File: config.mk
export PLATFORM = sky130hd
export DESIGN_NAME = sscc_clock_control
export DESIGN_NICKNAME = d
export VERILOG_FILES = /design/src/rtl/sscc_profile_gen.v /design/src/rtl/sscc_clock_control.v
export VERILOG_INCLUDE_DIRS = /design/src /design/src/pkg
export SDC_FILE = /design/constraint.sdc
export NUM_CORES = 1
export LEC_CHECK = 0
export BUFFER_PORTS_ARGS = -buffer_cell sky130_fd_sc_hd__buf_2
export CAP_MARGIN = 20
export CORE_UTILIZATION = 67
export CTS_BUF_LIST = sky130_fd_sc_hd__clkbuf_8
export DETAILED_ROUTE_END_ITERATION = 10
export HOLD_SLACK_MARGIN = 0.03
export PLACE_DENSITY = 0.84
export SYNTH_ARGS = -nofsm -noshare
export SYNTH_HDL_FRONTEND = slang
export SYNTH_SLANG_ARGS = --single-unit
File: constraint.sdc
create_clock -name sys_clk -period 15.6 [get_ports sys_clk]
set_clock_uncertainty 0.05 [all_clocks]
set_input_delay 0.78 -clock sys_clk [delete_from_list [all_inputs] [get_ports sys_clk]]
set_output_delay 0.78 -clock sys_clk [all_outputs]
set_load 0.05 [all_outputs]
File: src/pkg/sscc_map.vh
// Constants of the spread spectrum clock control block
// Assumes one reference clock of 20 MHz drives all logic
`ifndef SSCC_MAP_VH
`define SSCC_MAP_VH

// Reference clock and timing
`define SSCC_CLK_MHZ        20
`define SSCC_LOCK_TIME_US   5000
`define SSCC_OFF_MAX_CYC    4
`define SSCC_EN_MAX_CYC     4

// Select codes
`define SSCC_SEL_X2_C25     3'h0
`define SSCC_SEL_X2_C15     3'h1
`define SSCC_SEL_X2_C25B    3'h2
`define SSCC_SEL_X1_C25     3'h3
`define SSCC_SEL_D2_LO      3'h4
`define SSCC_SEL_RSV_A      3'h5
`define SSCC_SEL_D2_HI      3'h6
`define SSCC_SEL_RSV_B      3'h7

// Ratios P/Q, unsigned with 12 fraction bits
`define SSCC_RATIO_X1       16'h1000
`define SSCC_RATIO_X2       16'h2000
`define SSCC_RATIO_D2_LO    16'h4A7E
`define SSCC_RATIO_D2_HI    16'h6FBF

// Spread fractions with 16 fraction bits: 2.5, 1.5 and 2 percent
`define SSCC_SPREAD_2P5     16'h0666
`define SSCC_SPREAD_1P5     16'h03D7
`define SSCC_SPREAD_2P0     16'h051F

// Waveform table and output oscillator
`define SSCC_WAVE_FULL      10'h100
`define SSCC_MOD_STEP_CYC   2
`define SSCC_NCO_WIDTH      16

`endif

File: src/rtl/sscc_profile_gen.v
// Modulation profile generator: phase counter and fixed triangle table
// Assumes restart is a one-cycle pulse on sys_clk
`timescale 1ns/1ns
`include "sscc_map.vh"

module sscc_profile_gen
#(
    parameter STEP_CYCLES = `SSCC_MOD_STEP_CYC
)
(
    // Clock and reset
    input  wire              sys_clk,
    input  wire              reset,
    // Control
    input  wire              restart,
    input  wire              hold,
    // Profile
    output reg  [7:0]        phase_ff,
    output reg  signed [9:0] wave_ff
);

    reg  [7:0]        step_cnt_ff;
    reg  [7:0]        nxt_phase;
    reg  [7:0]        nxt_step_cnt;

    // Triangle from the phase index, start at center rising
    function signed [9:0] tri_wave;
        input [7:0] idx;
        begin
            if (idx < 8'h40)
                tri_wave = $signed({2'h0, idx}) <<< 2;
            else if (idx < 8'hC0)
                tri_wave = ($signed(10'h080) - $signed({2'h0, idx})) <<< 2;
            else
                tri_wave = ($signed({2'h0, idx}) - $signed(10'h100)) <<< 2;
        end
    endfunction

    always @*
    begin
        nxt_phase    = phase_ff;
        nxt_step_cnt = step_cnt_ff;
        if (restart || hold)
        begin
            nxt_phase    = 8'h00;
            nxt_step_cnt = 8'h00;
        end
        else if (step_cnt_ff == STEP_CYCLES - 1)
        begin
            nxt_phase    = phase_ff + 8'h01;
            nxt_step_cnt = 8'h00;
        end
        else
        begin
            nxt_step_cnt = step_cnt_ff + 8'h01;
        end
    end

    always @(posedge sys_clk)
    begin
        if (reset)
        begin
            phase_ff    <= 8'h00;
            step_cnt_ff <= 8'h00;
            wave_ff     <= 10'h000;
        end
        else
        begin
            phase_ff    <= nxt_phase;
            step_cnt_ff <= nxt_step_cnt;
            wave_ff     <= tri_wave(nxt_phase);
        end
    end

endmodule // sscc_profile_gen

File: src/rtl/sscc_clock_control.v
// Spread spectrum clock control: select decode, modulation, power-down
// Assumes sys_clk is the reference clock; all pins are asynchronous
//
// Operation
// Average output frequency equals reference times feedback over reference divider.
// Sweep frequency slowly; modulation rate near one thousandth of output.
// Waveform shape and rate fixed; only spread percentage follows select.
// Code 000 gives twice reference with symmetric 2.5 percent spread.
// Center-spread band is symmetric about the programmed average.
// Down-spread sweeps up to the maximum and never exceeds it.
// Reset returns the modulation profile to its starting point.
// Reference output pin carries a buffered copy of the reference.
// Spread-off high stops modulation; undriven pin keeps spreading on.
// Power-down low disables clock outputs; undriven means normal operation.
// Outputs stop within 4 reference cycles after power-down asserted.
// Outputs enable or disable within 4 reference cycles of control.
// First locked output cycle within 5 ms after power-down released.
// Other party restarts profile by a low-to-high reset pin edge.
// Reference output runs only while reference-enable low is held low.
// Codes 001 center 1.5 percent; 101, 111 reserved; 100, 110 down-spread.
// Reference output high-impedance when power-down and enable both high.
// Free-running phase counter over fixed table; reset clears, spread-off freezes (the code clears the phase to 0 and holds it there).
`timescale 1ns/1ns
`include "sscc_map.vh"

module sscc_clock_control
#(
    parameter LOCK_CYCLES = `SSCC_LOCK_TIME_US * `SSCC_CLK_MHZ,
    parameter LOCK_W      = 17,
    parameter NCO_W       = `SSCC_NCO_WIDTH,
    parameter STEP_CYCLES = `SSCC_MOD_STEP_CYC
)
(
    // Clock and reset
    input  wire        sys_clk,
    input  wire        reset,
    // Control pins
    input  wire [2:0]  spread_select,
    input  wire        spread_off_n_input,
    input  wire        power_down_n,
    input  wire        reference_output_enable_n,
    input  wire        profile_reset_pin,
    // Clock outputs
    output reg         modulated_clock_out,
    output reg         buffered_reference_out,
    output reg         buffered_reference_oe,
    // Status
    output reg  [15:0] freq_word_out,
    output reg         pll_locked,
    output reg         select_reserved
);

    // Pin synchronisers
    reg  [2:0]  sel_meta_ff;
    reg  [2:0]  sel_sync_ff;
    reg  [2:0]  sel_prev_ff;
    reg  [2:0]  sel_hold_ff;
    reg  [2:0]  nxt_sel_hold;
    reg         soff_meta_ff;
    reg         soff_sync_ff;
    reg         pdn_meta_ff;
    reg         pdn_sync_ff;
    reg         reference_output_enable_n_meta_ff;
    reg         reference_output_enable_n_sync_ff;
    reg         prst_meta_ff;
    reg         prst_sync_ff;
    reg         prst_prev_ff;

    // Lock timer
    reg  [LOCK_W-1:0] lock_cnt_ff;
    reg  [LOCK_W-1:0] nxt_lock_cnt;
    reg               locked_ff;
    reg               nxt_locked;

    // Frequency path
    reg  [NCO_W-1:0]  nco_acc_ff;
    reg  [NCO_W-1:0]  nxt_nco_acc;
    reg  [15:0]       freq_word_ff;
    reg  [15:0]       nxt_freq_word;
    reg  [15:0]       ratio;
    reg  [15:0]       spread;
    reg               down_mode;
    reg               reserved;

    wire              restart;
    wire              spread_off;
    wire              clk_run;
    wire signed [9:0] wave;

    reg  [31:0]        dev_prod;
    reg  signed [16:0] dev_full;
    reg  signed [10:0] wave_eff;
    reg  signed [27:0] dev_scaled;
    reg  signed [18:0] dev_shift;
    reg  signed [18:0] freq_sum;

    // Select decode: ratio, spread and mode
    function [33:0] sel_decode;
        input [2:0] sel;
        begin
            if (sel == `SSCC_SEL_X2_C25)
                sel_decode = {`SSCC_RATIO_X2, `SSCC_SPREAD_2P5, 2'b00};
            else if (sel == `SSCC_SEL_X2_C15)
                sel_decode = {`SSCC_RATIO_X2, `SSCC_SPREAD_1P5, 2'b00};
            else if (sel == `SSCC_SEL_X2_C25B)
                sel_decode = {`SSCC_RATIO_X2, `SSCC_SPREAD_2P5, 2'b00};
            else if (sel == `SSCC_SEL_X1_C25)
                sel_decode = {`SSCC_RATIO_X1, `SSCC_SPREAD_2P5, 2'b00};
            else if (sel == `SSCC_SEL_D2_LO)
                sel_decode = {`SSCC_RATIO_D2_LO, `SSCC_SPREAD_2P0, 2'b10};
            else if (sel == `SSCC_SEL_D2_HI)
                sel_decode = {`SSCC_RATIO_D2_HI, `SSCC_SPREAD_2P0, 2'b10};
            else
                sel_decode = {16'h0000, 16'h0000, 2'b01};
        end
    endfunction

    // Synchronise the select pins through two flops
    always @(posedge sys_clk)
    begin
        if (reset)
        begin
            sel_meta_ff <= 3'h7;
            sel_sync_ff <= 3'h7;
        end
        else
        begin
            sel_meta_ff <= spread_select;
            sel_sync_ff <= sel_meta_ff;
        end
    end

    // Take a select code only once it reads the same twice
    always @(posedge sys_clk)
    begin
        if (reset)
        begin
            sel_prev_ff <= 3'h7;
            sel_hold_ff <= 3'h7;
        end
        else
        begin
            sel_prev_ff <= sel_sync_ff;
            sel_hold_ff <= nxt_sel_hold;
        end
    end

    // An intermediate select code that lasts a single cycle is never decoded
    always @*
    begin
        if (sel_sync_ff == sel_prev_ff)
            nxt_sel_hold = sel_sync_ff;
        else
            nxt_sel_hold = sel_hold_ff;
    end

    // Synchronise spread-off and power-down
    always @(posedge sys_clk)
    begin
        if (reset)
        begin
            soff_meta_ff <= 1'b0;
            soff_sync_ff <= 1'b0;
            pdn_meta_ff  <= 1'b1;
            pdn_sync_ff  <= 1'b1;
        end
        else
        begin
            soff_meta_ff <= spread_off_n_input;
            soff_sync_ff <= soff_meta_ff;
            pdn_meta_ff  <= power_down_n;
            pdn_sync_ff  <= pdn_meta_ff;
        end
    end

    // Synchronise the reference enable
    always @(posedge sys_clk)
    begin
        if (reset)
        begin
            reference_output_enable_n_meta_ff <= 1'b1;
            reference_output_enable_n_sync_ff <= 1'b1;
        end
        else
        begin
            reference_output_enable_n_meta_ff <= reference_output_enable_n;
            reference_output_enable_n_sync_ff <= reference_output_enable_n_meta_ff;
        end
    end

    // Synchronise the profile reset pin and keep its last level
    always @(posedge sys_clk)
    begin
        if (reset)
        begin
            prst_meta_ff <= 1'b0;
            prst_sync_ff <= 1'b0;
            prst_prev_ff <= 1'b0;
        end
        else
        begin
            prst_meta_ff <= profile_reset_pin;
            prst_sync_ff <= prst_meta_ff;
            prst_prev_ff <= prst_sync_ff;
        end
    end

    // Rising edge of the profile reset pin
    assign restart    = prst_sync_ff & ~prst_prev_ff;
    assign spread_off = soff_sync_ff;
    assign clk_run    = locked_ff & pdn_sync_ff & ~reserved;

    // Profile generator
    sscc_profile_gen
    #(
        .STEP_CYCLES (STEP_CYCLES)
    )
    u_profile
    (
        .sys_clk  (sys_clk),
        .reset    (reset),
        .restart  (restart),
        .hold     (spread_off),
        .phase_ff (),
        .wave_ff  (wave)
    );

    // Instantaneous frequency word
    always @*
    begin
        {ratio, spread, down_mode, reserved} = sel_decode(sel_hold_ff);
        dev_prod = ratio * spread;
        dev_full = $signed({1'b0, dev_prod[31:16]});
        if (spread_off)
            wave_eff = 11'sh000;
        else if (down_mode)
            wave_eff = ($signed({wave[9], wave}) - $signed({1'b0, `SSCC_WAVE_FULL})) >>> 1;
        else
            wave_eff = $signed({wave[9], wave});
        dev_scaled = dev_full * wave_eff;
        dev_shift  = dev_scaled[26:8];
        freq_sum   = $signed({3'h0, ratio}) + dev_shift;
        if (reserved)
            nxt_freq_word = 16'h0000;
        else
            nxt_freq_word = freq_sum[15:0];
    end

    // Numerically controlled output oscillator
    always @*
    begin
        if (clk_run)
            nxt_nco_acc = nco_acc_ff + freq_word_ff[NCO_W-1:0];
        else
            nxt_nco_acc = {NCO_W{1'b0}};
    end

    // Lock timer after power-down release
    always @*
    begin
        nxt_lock_cnt = lock_cnt_ff;
        nxt_locked   = locked_ff;
        if (!pdn_sync_ff)
        begin
            nxt_lock_cnt = {LOCK_W{1'b0}};
            nxt_locked   = 1'b0;
        end
        else if (!locked_ff)
        begin
            if (lock_cnt_ff == LOCK_CYCLES - 1)
                nxt_locked = 1'b1;
            else
                nxt_lock_cnt = lock_cnt_ff + 1'b1;
        end
    end

    // State registers
    always @(posedge sys_clk)
    begin
        if (reset)
        begin
            lock_cnt_ff  <= {LOCK_W{1'b0}};
            locked_ff    <= 1'b0;
            nco_acc_ff   <= {NCO_W{1'b0}};
            freq_word_ff <= 16'h0000;
        end
        else
        begin
            lock_cnt_ff  <= nxt_lock_cnt;
            locked_ff    <= nxt_locked;
            nco_acc_ff   <= nxt_nco_acc;
            freq_word_ff <= nxt_freq_word;
        end
    end

    // Output flops
    always @(posedge sys_clk)
    begin
        if (reset)
        begin
            modulated_clock_out    <= 1'b0;
            buffered_reference_out <= 1'b0;
            buffered_reference_oe  <= 1'b0;
            freq_word_out          <= 16'h0000;
            pll_locked             <= 1'b0;
            select_reserved        <= 1'b0;
        end
        else
        begin
            modulated_clock_out    <= clk_run & nco_acc_ff[NCO_W-1];
            buffered_reference_out <= pdn_sync_ff & ~reference_output_enable_n_sync_ff;
            buffered_reference_oe  <= ~(pdn_sync_ff & reference_output_enable_n_sync_ff);
            freq_word_out          <= freq_word_ff;
            pll_locked             <= locked_ff;
            select_reserved        <= reserved;
        end
    end

endmodule // sscc_clock_control

==> reports/metrics.yaml, run 1 <==
status: "finished clean"
p_sw_frac: 0.526
seqPwrFrac: 0.142
antenna_found_initial: 0
hp-class: "flip-flop to flip-flop"
period_needed_ns: 14.58
num_rows: 51
antenna_left: 0
insertion_delay_ns: 0.44
yosys-top-cells-area: "fa_1 (25%), ha_1 (20%), dfxtp_1 (17%)"
fin_total_pwr_w: 0.00226
crit_cells: 51
synth_edf_count: 0
n_fill_cell: 1395
drive_above_1_share: 0.0657
hold_viol: 0
drv_cap: 0
synth_seq_cells: 115
ys.warnings.count: 0
fp.dieH_microns: 145
die-area_sq_mm: 0.0210
cp_data_arrival_time_ns: 14.90
vias: 10200
p_leak_nw: 7.66
startpoint_type: "flip-flop"
syn_avg_cell_area_sq_um: 9.04
cts_tree: "built"
cts_setup_buffers: 0
die_x_microns: 145
h-tree-depth: 4
ys.flop_type: "dfxtp_1"
combPwrFrac: 0.744
io_buffer_count: 29
holdPathStages: 1
switchingPower_w: 0.00119
internal_power_w: 0.00107
drv_slew: 0
vdd_drop_max_mv: 0.141
crit_path_top_delay_cell: "dfxtp_1"
cpPeakStageDelay_ns: 0.85
worst-path-buf-inv: 7
critical_path_class: "flip-flop to flip-flop"
grt_max_degree: 58
fin_crit_sh: 0.935
p_per_area_mw_per_mm2: 155
synth_top_area_share: 0.247
rsz0062_at_grt: "false"
area_growth_pct: 6.54
first_global_vias: 10400
wl_microns: 29300
cts_buffers: 17
finalWeightedCongestion: 0.949
cts_buffer_depth: 2
r2r_cells: 51
pin_count: 30
grt_pass1_wl_microns: 49800
path_clk_slew_ns: 0.08
coreArea_sq_mm: 0.0197
synth_common_cells: "inv_1 (241), ha_1 (215), fa_1 (169)"
crit_fanout: 19
root_buffer: "clkbuf_8"
clockPowerShare: 0.114
cp_common_cell: "fa_1"
ys_async_sr_fraction: 0
critical_path.top_delay_family: "adder cells"
drcViolationCount: 0
cts-resized-gates: 0
syn_area_sq_mm: 0.0137
post-route-util: 0.739
pre_cts_ws_ns: 1.13
firstDrtPassIters: 5
ys_seq_area_frac: 0.168
dp_hpwl_microns: 23700
wl_per_cell_microns: 15.9
setup_viol_count_final: 0
end_kind: "flip-flop"
finalSetupTns_ns: 0
timing.hold.ws_ns: 0.377
max-slew-margin-rel: 0.368
cts_sinks: 115
grt_usage: 0.295
setup_ws_ns: 1.02
cp.required_ns: 15.92
ctsHoldBuffers: 0
post-synth-top-count-cell: "inv_1"
synth_cell_types: 73
max_freq_mhz: 68.6
nets: 1963
start_util: 0.694
dr.first_iter.drc_count: 628
antenna_cells: 0
via_per_inst: 5.51
synthCells: 1514
overflow: 0
synth_top_cell_by_area: "fa_1"
worst_slew_pin_slew_ns: 0.945
==> routing by layer <==
layer | part of all wire | wire [microns] | GRT usage
met1 | 0.45 | 13100 | 0.395
met2 | 0.47 | 13800 | 0.487
met3 | 0.061 | 1800 | 0.0465
met4 | 0.022 | 631 | 0.0963
met5 | 0 | 0 | 0
==> power groups by stage <==
stage / clock, W / sequential [W] / combinational (W)
floorplan: 0 / 0.000340 / 0.00122
global placement: 0 / 0.000327 / 0.00160
detailed placement: 0 / 0.000327 / 0.00165
CTS: 0.000261 / 0.000320 / 0.00167
global route: 0.000275 / 0.000322 / 0.00188
finish: 0.000257 / 0.000321 / 0.00168
==> flip-flops by register name (all words and copies together), names as in the netlist, 3 cells and up <==
name / cells
freq_word_ff: 16
sel_decode.sel: 3
sel_prev_ff: 3
freq_word_out: 16
sel_meta_ff: 3
nco_acc_ff: 16
lock_cnt_ff: 17
u_profile.phase_ff: 7
u_profile.wave_ff: 8
sel_sync_ff: 3
u_profile.step_cnt_ff: 8
==> per-stage QoR <==
step           std cells  instance area [sq um]
6_report            1848                  14600
5_1_grt             1848                  14600
4_1_cts             1848                  14600
3_5_place_dp        1816                  14200
3_3_place_gp        1816                  14200
2_1_floorplan       1562                  13900
==> logic make-up after synthesis <==
logic type,Yosys count,synth area share
adders and majority gates,384,0.444
muxes,10,0.00741
other,2,0.000549
and+or+nand+nor,468,0.166
AOI/OAI and AO/OA,156,0.0750
buffers and inverters,290,0.0801
xor gates and xnor gates,89,0.0585
DFF,115,0.168
==> cells in the final DEF (no fill, tap or decap), types with 45 or more instances in the layout <==
cell     count
nor2b_1     45
xnor2_1     45
inv_1      243
nor2_1     168
ha_1       215
fa_1       169
a21oi_1     48
nand2_1    104
conb_1      50
dfxtp_1    115
==> worst paths after layout <==
kind | startpoint | slack (ns) | end
worst min-delay path | reference_output_enable_n_sync_ff | 0.38 | buffered_reference_out
worst max-delay path | sel_decode.sel[1] | 1.02 | freq_word_ff[15]
worst max register to register | sel_decode.sel[1] | 1.02 | freq_word_ff[15]
worst min register to register | reference_output_enable_n_sync_ff | 0.38 | buffered_reference_out
==> cell type report <==
| cell class | instances | area (sq um) | share of cell area |
|---|---|---|---|
| clock inverters | 15 | 134 | 0.00918 |
| repair buffers | 35 | 190 | 0.0130 |
| inverters | 244 | 921 | 0.0632 |
| well taps | 265 | 332 | 0.0227 |
| flip-flops and latches | 115 | 2300 | 0.158 |
| clock buffers | 17 | 234 | 0.0160 |
| multi-input cells | 1157 | 10500 | 0.718 |
No activity file was read; power rests on OpenSTA's default activity.
==> inputs of run 2 (changes only) <==
--- a/config.mk
+++ b/config.mk
@@ -15,4 +15,5 @@
 export PLACE_DENSITY = 0.84
 export SYNTH_ARGS = -nofsm -noshare
 export SYNTH_HDL_FRONTEND = slang
+export SYNTH_HIERARCHICAL = 1
 export SYNTH_SLANG_ARGS = --single-unit
==> reports/metrics.yaml, run 2 <==
critical_path_class: "flip-flop to flip-flop"  # unchanged
rsz0062_at_grt: "false"  # unchanged
fp.dieH_microns: 149  # was 145 microns
dr.first_iter.drc_count: 705  # was 628
antenna_cells: 0  # unchanged
fin_crit_sh: 0.894  # was 0.935
crit_cells: 46  # was 51
period_needed_ns: 13.94  # was 14.58 ns
cts_sinks: 115  # unchanged
end_kind: "flip-flop"  # unchanged
synth_common_cells: "inv_1 (254), ha_1 (219), fa_1 (180)"  # was inv_1 (241), ha_1 (215), fa_1 (169)
holdPathStages: 1  # unchanged
combPwrFrac: 0.772  # was 0.744
synthCells: 1614  # was 1,514
setup_viol_count_final: 0  # unchanged
cts_buffer_depth: 2  # unchanged
crit_fanout: 14  # was 19
largest_register_ffs: 17  # unchanged
seqPwrFrac: 0.123  # was 0.142
reg2reg_to: "freq_word_ff[15]"  # unchanged
p_leak_nw: 7.98  # was 7.66 nW
yosys-top-cells-area: "fa_1 (25%), ha_1 (19%), dfxtp_1 (16%)"  # was fa_1 (25%), ha_1 (20%), dfxtp_1 (17%)
status: "finished clean"  # unchanged
p_per_area_mw_per_mm2: 169  # was 155 mW/mm^2
num_rows: 53  # was 51
post-route-util: 0.726  # was 0.739
max-slew-margin-rel: 0.353  # was 0.368
max_freq_mhz: 71.7  # was 68.6 MHz
timing.hold.ws_ns: 0.360  # was 0.377 ns
root_buffer: "clkbuf_8"  # unchanged
overflow: 0  # unchanged
hold_end: "sel_sync_ff[1]"  # was buffered_reference_out
grt_usage: 0.311  # was 0.295
insertion_delay_ns: 0.46  # was 0.44 ns
cts-resized-gates: 0  # unchanged
n_fill_cell: 1556  # was 1,395
area_growth_pct: 5.83  # was 6.54%
largest_register: "lock_cnt_ff"  # unchanged
path_clk_slew_ns: 0.07  # was 0.08 ns
synth_top_area_share: 0.248  # was 0.247
start_util: 0.686  # was 0.694
drive_above_1_share: 0.0704  # was 0.0657
cp_common_cell: "fa_1"  # unchanged
antenna_found_initial: 0  # unchanged
cts_tree: "built"  # unchanged
internal_power_w: 0.00117  # was 0.00107 W
die_x_microns: 149  # was 145 microns
clockPowerShare: 0.106  # was 0.114
syn_avg_cell_area_sq_um: 8.99  # was 9.04 sq um
drv_cap: 0  # unchanged
startpoint_type: "flip-flop"  # unchanged
drcViolationCount: 0  # unchanged
ys.flop_type: "dfxtp_1"  # unchanged
ys_seq_area_frac: 0.159  # was 0.168
wl_microns: 32300  # was 29,300 microns
finalSetupTns_ns: 0  # unchanged
pre_cts_ws_ns: 1.95  # was 1.13 ns
via_per_inst: 5.71  # was 5.51
finalWeightedCongestion: 0.987  # was 0.949
final_cell_mix: "inv_1 (254), ha_1 (219), fa_1 (180)"  # was inv_1 (243), ha_1 (215), fa_1 (169)
grt_max_degree: 48  # was 58
worst_slew_pin_slew_ns: 0.968  # was 0.945 ns
die-area_sq_mm: 0.0223  # was 0.0210 sq mm
ys_async_sr_fraction: 0  # unchanged
syn_area_sq_mm: 0.0145  # was 0.0137 sq mm
synth_top_cell_by_area: "fa_1"  # unchanged
cpPeakStageDelay_ns: 0.73  # was 0.85 ns
coreArea_sq_mm: 0.0212  # was 0.0197 sq mm
hp-class: "flip-flop to flip-flop"  # unchanged
ctsHoldBuffers: 0  # unchanged
vias: 11100  # was 10,200
drv_slew: 0  # unchanged
worst-path-buf-inv: 9  # was 7
cp_data_arrival_time_ns: 14.29  # was 14.90 ns
antenna_left: 0  # unchanged
final_common_cell: "inv_1"  # unchanged
synth_edf_count: 0  # unchanged
ys.warnings.count: 6  # was 0
wl_per_cell_microns: 16.6  # was 15.9 microns
r2r_cells: 46  # was 51
post-synth-top-count-cell: "inv_1"  # unchanged
first_global_vias: 11400  # was 10,400
p_sw_frac: 0.550  # was 0.526
firstDrtPassIters: 8  # was 5
r2r_start: "sel_decode.sel[2]"  # was sel_decode.sel[1]
synth_seq_cells: 115  # unchanged
grt_pass1_wl_microns: 53700  # was 49,800 microns
hold_viol: 0  # unchanged
cp.required_ns: 15.94  # was 15.92 ns
cts_buffers: 17  # unchanged
switchingPower_w: 0.00143  # was 0.00119 W
vdd_drop_max_mv: 0.224  # was 0.141 mV
worst-r2r-setup-slack_ns: 1.66  # was 1.02 ns
h-tree-depth: 4  # unchanged
synth_cell_types: 78  # was 73
min-delay-start: "sel_meta_ff[1]"  # was reference_output_enable_n_sync_ff
io_buffer_count: 29  # unchanged
setup_ws_ns: 1.66  # was 1.02 ns
placed_area_sq_mm: 0.0150  # was 0.0142 sq mm
critical_path.top_delay_family: "adder cells"  # unchanged
cts_setup_buffers: 0  # unchanged
pin_count: 30  # unchanged
crit_path_top_delay_cell: "nor2_2"  # was dfxtp_1
dp_hpwl_microns: 26200  # was 23,700 microns
nets: 2070  # was 1,963
stdcell_area_sq_mm: 0.0154  # was 0.0146 sq mm
[run 2: worst max-delay path by stage]
| stage | start | end | slack, ns |
|---|---|---|---|
| 4_1_cts | sel_decode.sel[2] | freq_word_ff[15] | 1.83 |
| 3_3_place_gp | sel_decode.sel[2] | freq_word_ff[15] | 2.34 |
| 5_1_grt | sel_decode.sel[2] | freq_word_ff[15] | 0.91 |
| 6_report | sel_decode.sel[2] | freq_word_ff[15] | 1.66 |
| 2_1_floorplan | sel_decode.sel[0] | freq_word_ff[14] | 3.56 |
| 3_5_place_dp | sel_decode.sel[2] | freq_word_ff[15] | 1.95 |
[run 2: per-stage QoR]
| step | power (W) | instances |
|---|---|---|
| after floorplan | 0.00173 | 1663 |
| after global placement | 0.00220 | 1918 |
| after detailed placement | 0.00229 | 1918 |
| after CTS | 0.00258 | 1950 |
| after global routing | 0.00286 | 1950 |
| final | 0.00260 | 1950 |
[run 2: area by class of cell]
type                       instances  area, sq um  share of cell area
multi-input combinational       1236        11200               0.728
sequential                       115         2300               0.150
inverter                         256          961              0.0626
tap                              275          344              0.0224
clock buffer                      17          234              0.0152
timing repair buffer              36          198              0.0129
clock inverter                    15          145             0.00945
[run 2: cells by family (layout without fill, tap and decap cells)]
family          count (synthesis)  in the layout  share of synthesized area
simple gates                  498            498                      0.166
fa+ha+maj                     399            399                      0.437
buf+inv                       312            324                     0.0840
compound gates                187            187                     0.0890
flops                         115            115                      0.159
xor+xnor                       84             84                     0.0525
mux                            16             16                     0.0122
other cells                     3             52                   0.000776
[run 2: power by group through the flow]
stage / clock network (W) / registers, W / logic [W]
2_1_floorplan: 0 / 0.000334 / 0.00139
3_3_place_gp: 0 / 0.000325 / 0.00188
3_5_place_dp: 0 / 0.000326 / 0.00196
4_1_cts: 0.000277 / 0.000319 / 0.00198
5_1_grt: 0.000292 / 0.000321 / 0.00224
6_report: 0.000275 / 0.000320 / 0.00201
[run 2: routing by layer]
layer / wire length (microns) / GRT usage / vias to the layer above / part of all wire
met2: 16000 / 0.544 / 369 / 0.49
met1: 12800 / 0.363 / 5376 / 0.40
met4: 1370 / 0.146 / 0 / 0.042
met5: 0 / 0 / - / 0
met3: 2160 / 0.0654 / 94 / 0.067
li1: - / - / 5287 / -
==> inputs of run 3 (changes only) <==
--- a/config.mk
+++ b/config.mk
@@ -13,6 +13,7 @@
 export DETAILED_ROUTE_END_ITERATION = 10
 export HOLD_SLACK_MARGIN = 0.03
 export PLACE_DENSITY = 0.84
+export SLEW_MARGIN = 0
 export SYNTH_ARGS = -nofsm -noshare
 export SYNTH_HDL_FRONTEND = slang
 export SYNTH_HIERARCHICAL = 1
==> constraint.sdc (replaced) <==
create_clock -name sys_clk -period 13.29 [get_ports sys_clk]
set_clock_uncertainty 0.05 [all_clocks]
set_input_delay 0.6645 -clock sys_clk [delete_from_list [all_inputs] [get_ports sys_clk]]
set_output_delay 0.6645 -clock sys_clk [all_outputs]
set_load 0.02 [all_outputs]
==> reports/metrics.yaml, run 3 (synthesized netlist as in run 2, its figures left out) <==
rsz0062_at_grt: "false"  # unchanged
overflow: 0  # unchanged
antenna_left: 0  # unchanged
largest_register_ffs: 17  # unchanged
period_needed_ns: 12.45  # was 13.94 ns
cp_data_arrival_time_ns: 12.82  # was 14.29 ns
path_clk_slew_ns: 0.09  # was 0.07 ns
stdcell_area_sq_mm: 0.0155  # was 0.0154 sq mm
p_per_area_mw_per_mm2: 203  # was 169 mW/mm^2
drcViolationCount: 0  # unchanged
drv_slew: 0  # unchanged
die_x_microns: 149  # unchanged
cts_setup_buffers: 0  # unchanged
wl_per_cell_microns: 17.0  # was 16.6 microns
combPwrFrac: 0.768  # was 0.772
p_leak_nw: 8.07  # was 7.98 nW
cts_sinks: 115  # unchanged
hp-class: "input port to flip-flop"  # was flip-flop to flip-flop
largest_register: "lock_cnt_ff"  # unchanged
finalSetupTns_ns: 0  # unchanged
firstDrtPassIters: 7  # was 8
final_cell_mix: "inv_1 (254), ha_1 (219), fa_1 (180)"  # unchanged
setup_viol_count_final: 0  # unchanged
cp_common_cell: "fa_1"  # unchanged
n_fill_cell: 1562  # was 1,556
nets: 2077  # was 2,070
switchingPower_w: 0.00171  # was 0.00143 W
coreArea_sq_mm: 0.0212  # unchanged
worst_slew_pin_slew_ns: 1.07  # was 0.968 ns
fin_crit_sh: 0.937  # was 0.894
internal_power_w: 0.00143  # was 0.00117 W
finalWeightedCongestion: 0.970  # was 0.987
ctsHoldBuffers: 0  # unchanged
cp.required_ns: 13.66  # was 15.94 ns
io_buffer_count: 29  # unchanged
clockPowerShare: 0.113  # was 0.106
wl_microns: 33300  # was 32,300 microns
cts_buffer_depth: 2  # unchanged
max_freq_mhz: 80.3  # was 71.7 MHz
antenna_found_initial: 0  # unchanged
drv_cap: 0  # unchanged
start_util: 0.686  # unchanged
seqPwrFrac: 0.119  # was 0.123
h-tree-depth: 4  # unchanged
timing.hold.ws_ns: 0.332  # was 0.360 ns
critical_path.top_delay_family: "adder cells"  # unchanged
grt_max_degree: 48  # unchanged
max-slew-margin-rel: 0.283  # was 0.353
crit_path_top_delay_cell: "xnor2_1"  # was nor2_2
p_sw_frac: 0.544  # was 0.550
vdd_drop_max_mv: 0.356  # was 0.224 mV
critical_path_class: "flip-flop to flip-flop"  # unchanged
vias: 11100  # about the same
cts-resized-gates: 0  # unchanged
placed_area_sq_mm: 0.0150  # about the same
grt_usage: 0.324  # was 0.311
root_buffer: "clkbuf_8"  # unchanged
crit_fanout: 14  # unchanged
via_per_inst: 5.68  # was 5.71
drive_above_1_share: 0.0815  # was 0.0704
pin_count: 30  # unchanged
die-area_sq_mm: 0.0223  # unchanged
grt_pass1_wl_microns: 55900  # was 53,700 microns
fp.dieH_microns: 149  # unchanged
area_growth_pct: 7.03  # was 5.83%
hold_viol: 0  # unchanged
end_kind: "flip-flop"  # unchanged
first_global_vias: 11600  # was 11,400
final_common_cell: "inv_1"  # unchanged
cts_buffers: 17  # unchanged
num_rows: 53  # unchanged
cts_tree: "built"  # unchanged
startpoint_type: "flip-flop"  # unchanged
worst-path-buf-inv: 9  # unchanged
dp_hpwl_microns: 26900  # was 26,200 microns
dr.first_iter.drc_count: 554  # was 705
antenna_cells: 0  # unchanged
status: "finished clean"  # unchanged
cpPeakStageDelay_ns: 0.66  # was 0.73 ns
insertion_delay_ns: 0.47  # was 0.46 ns
[run 3: cell types whose count changed in the layout (fill, tap and decap cells not counted), sizes merged]
cell	delta
buf	+7
bufinv	+1
clkinvlp	-1
inv	+3
clkinv	-3
[run 3: worst paths after layout]
check | from | endpoint | slack, ns | depth (start not counted)
max | sel_decode.sel[2] | freq_word_ff[15] | 0.84 | 45
max reg2reg | sel_decode.sel[2] | freq_word_ff[15] | 0.84 | 45
min | power_down_n | pdn_meta_ff | 0.33 | 2
min reg2reg | pdn_meta_ff | pdn_sync_ff | 0.36 | 1
[run 3: routing by layer]
metal / GRT usage / vias to the layer above / wire length, microns
met2: 0.561 / 347 / 16600
met3: 0.0544 / 102 / 1910
met4: 0.153 / 0 / 1420
li1: - / 5306 / -
met5: 0 / - / 0
met1: 0.392 / 5354 / 13300
[run 3: through the flow]
| step | cells | power [W] | util | worst slack, ns |
|---|---|---|---|---|
| after detailed placement | 1925 | 0.00271 | 0.711 | 0.522 |
| after floorplan | 1663 | 0.00202 | - | 1.25 |
| after global routing | 1957 | 0.00345 | 0.734 | 0.0989 |
| after global placement | 1925 | 0.00261 | 0.711 | 0.847 |
| after CTS | 1957 | 0.00308 | 0.730 | 0.457 |
| final | 1957 | 0.00315 | 0.734 | 0.837 |
[run 3: layout make-up]
cell class	count	area, sq um	share of cell area
clock buffer	17	234	0.0151
inverter	256	961	0.0619
tap	275	344	0.0221
timing repair buffer	43	250	0.0161
clock inverter	15	184	0.0118
sequential	115	2300	0.148
multi-input combinational	1236	11300	0.725
[run 3: power by group through the flow]
stage | Clock (W) | Combinational, W | Sequential (W)
floorplan | 0 | 0.00164 | 0.000382
global placement | 0 | 0.00223 | 0.000381
detailed placement | 0 | 0.00233 | 0.000382
CTS | 0.000361 | 0.00235 | 0.000374
global route | 0.000376 | 0.00270 | 0.000376
finish | 0.000355 | 0.00242 | 0.000374
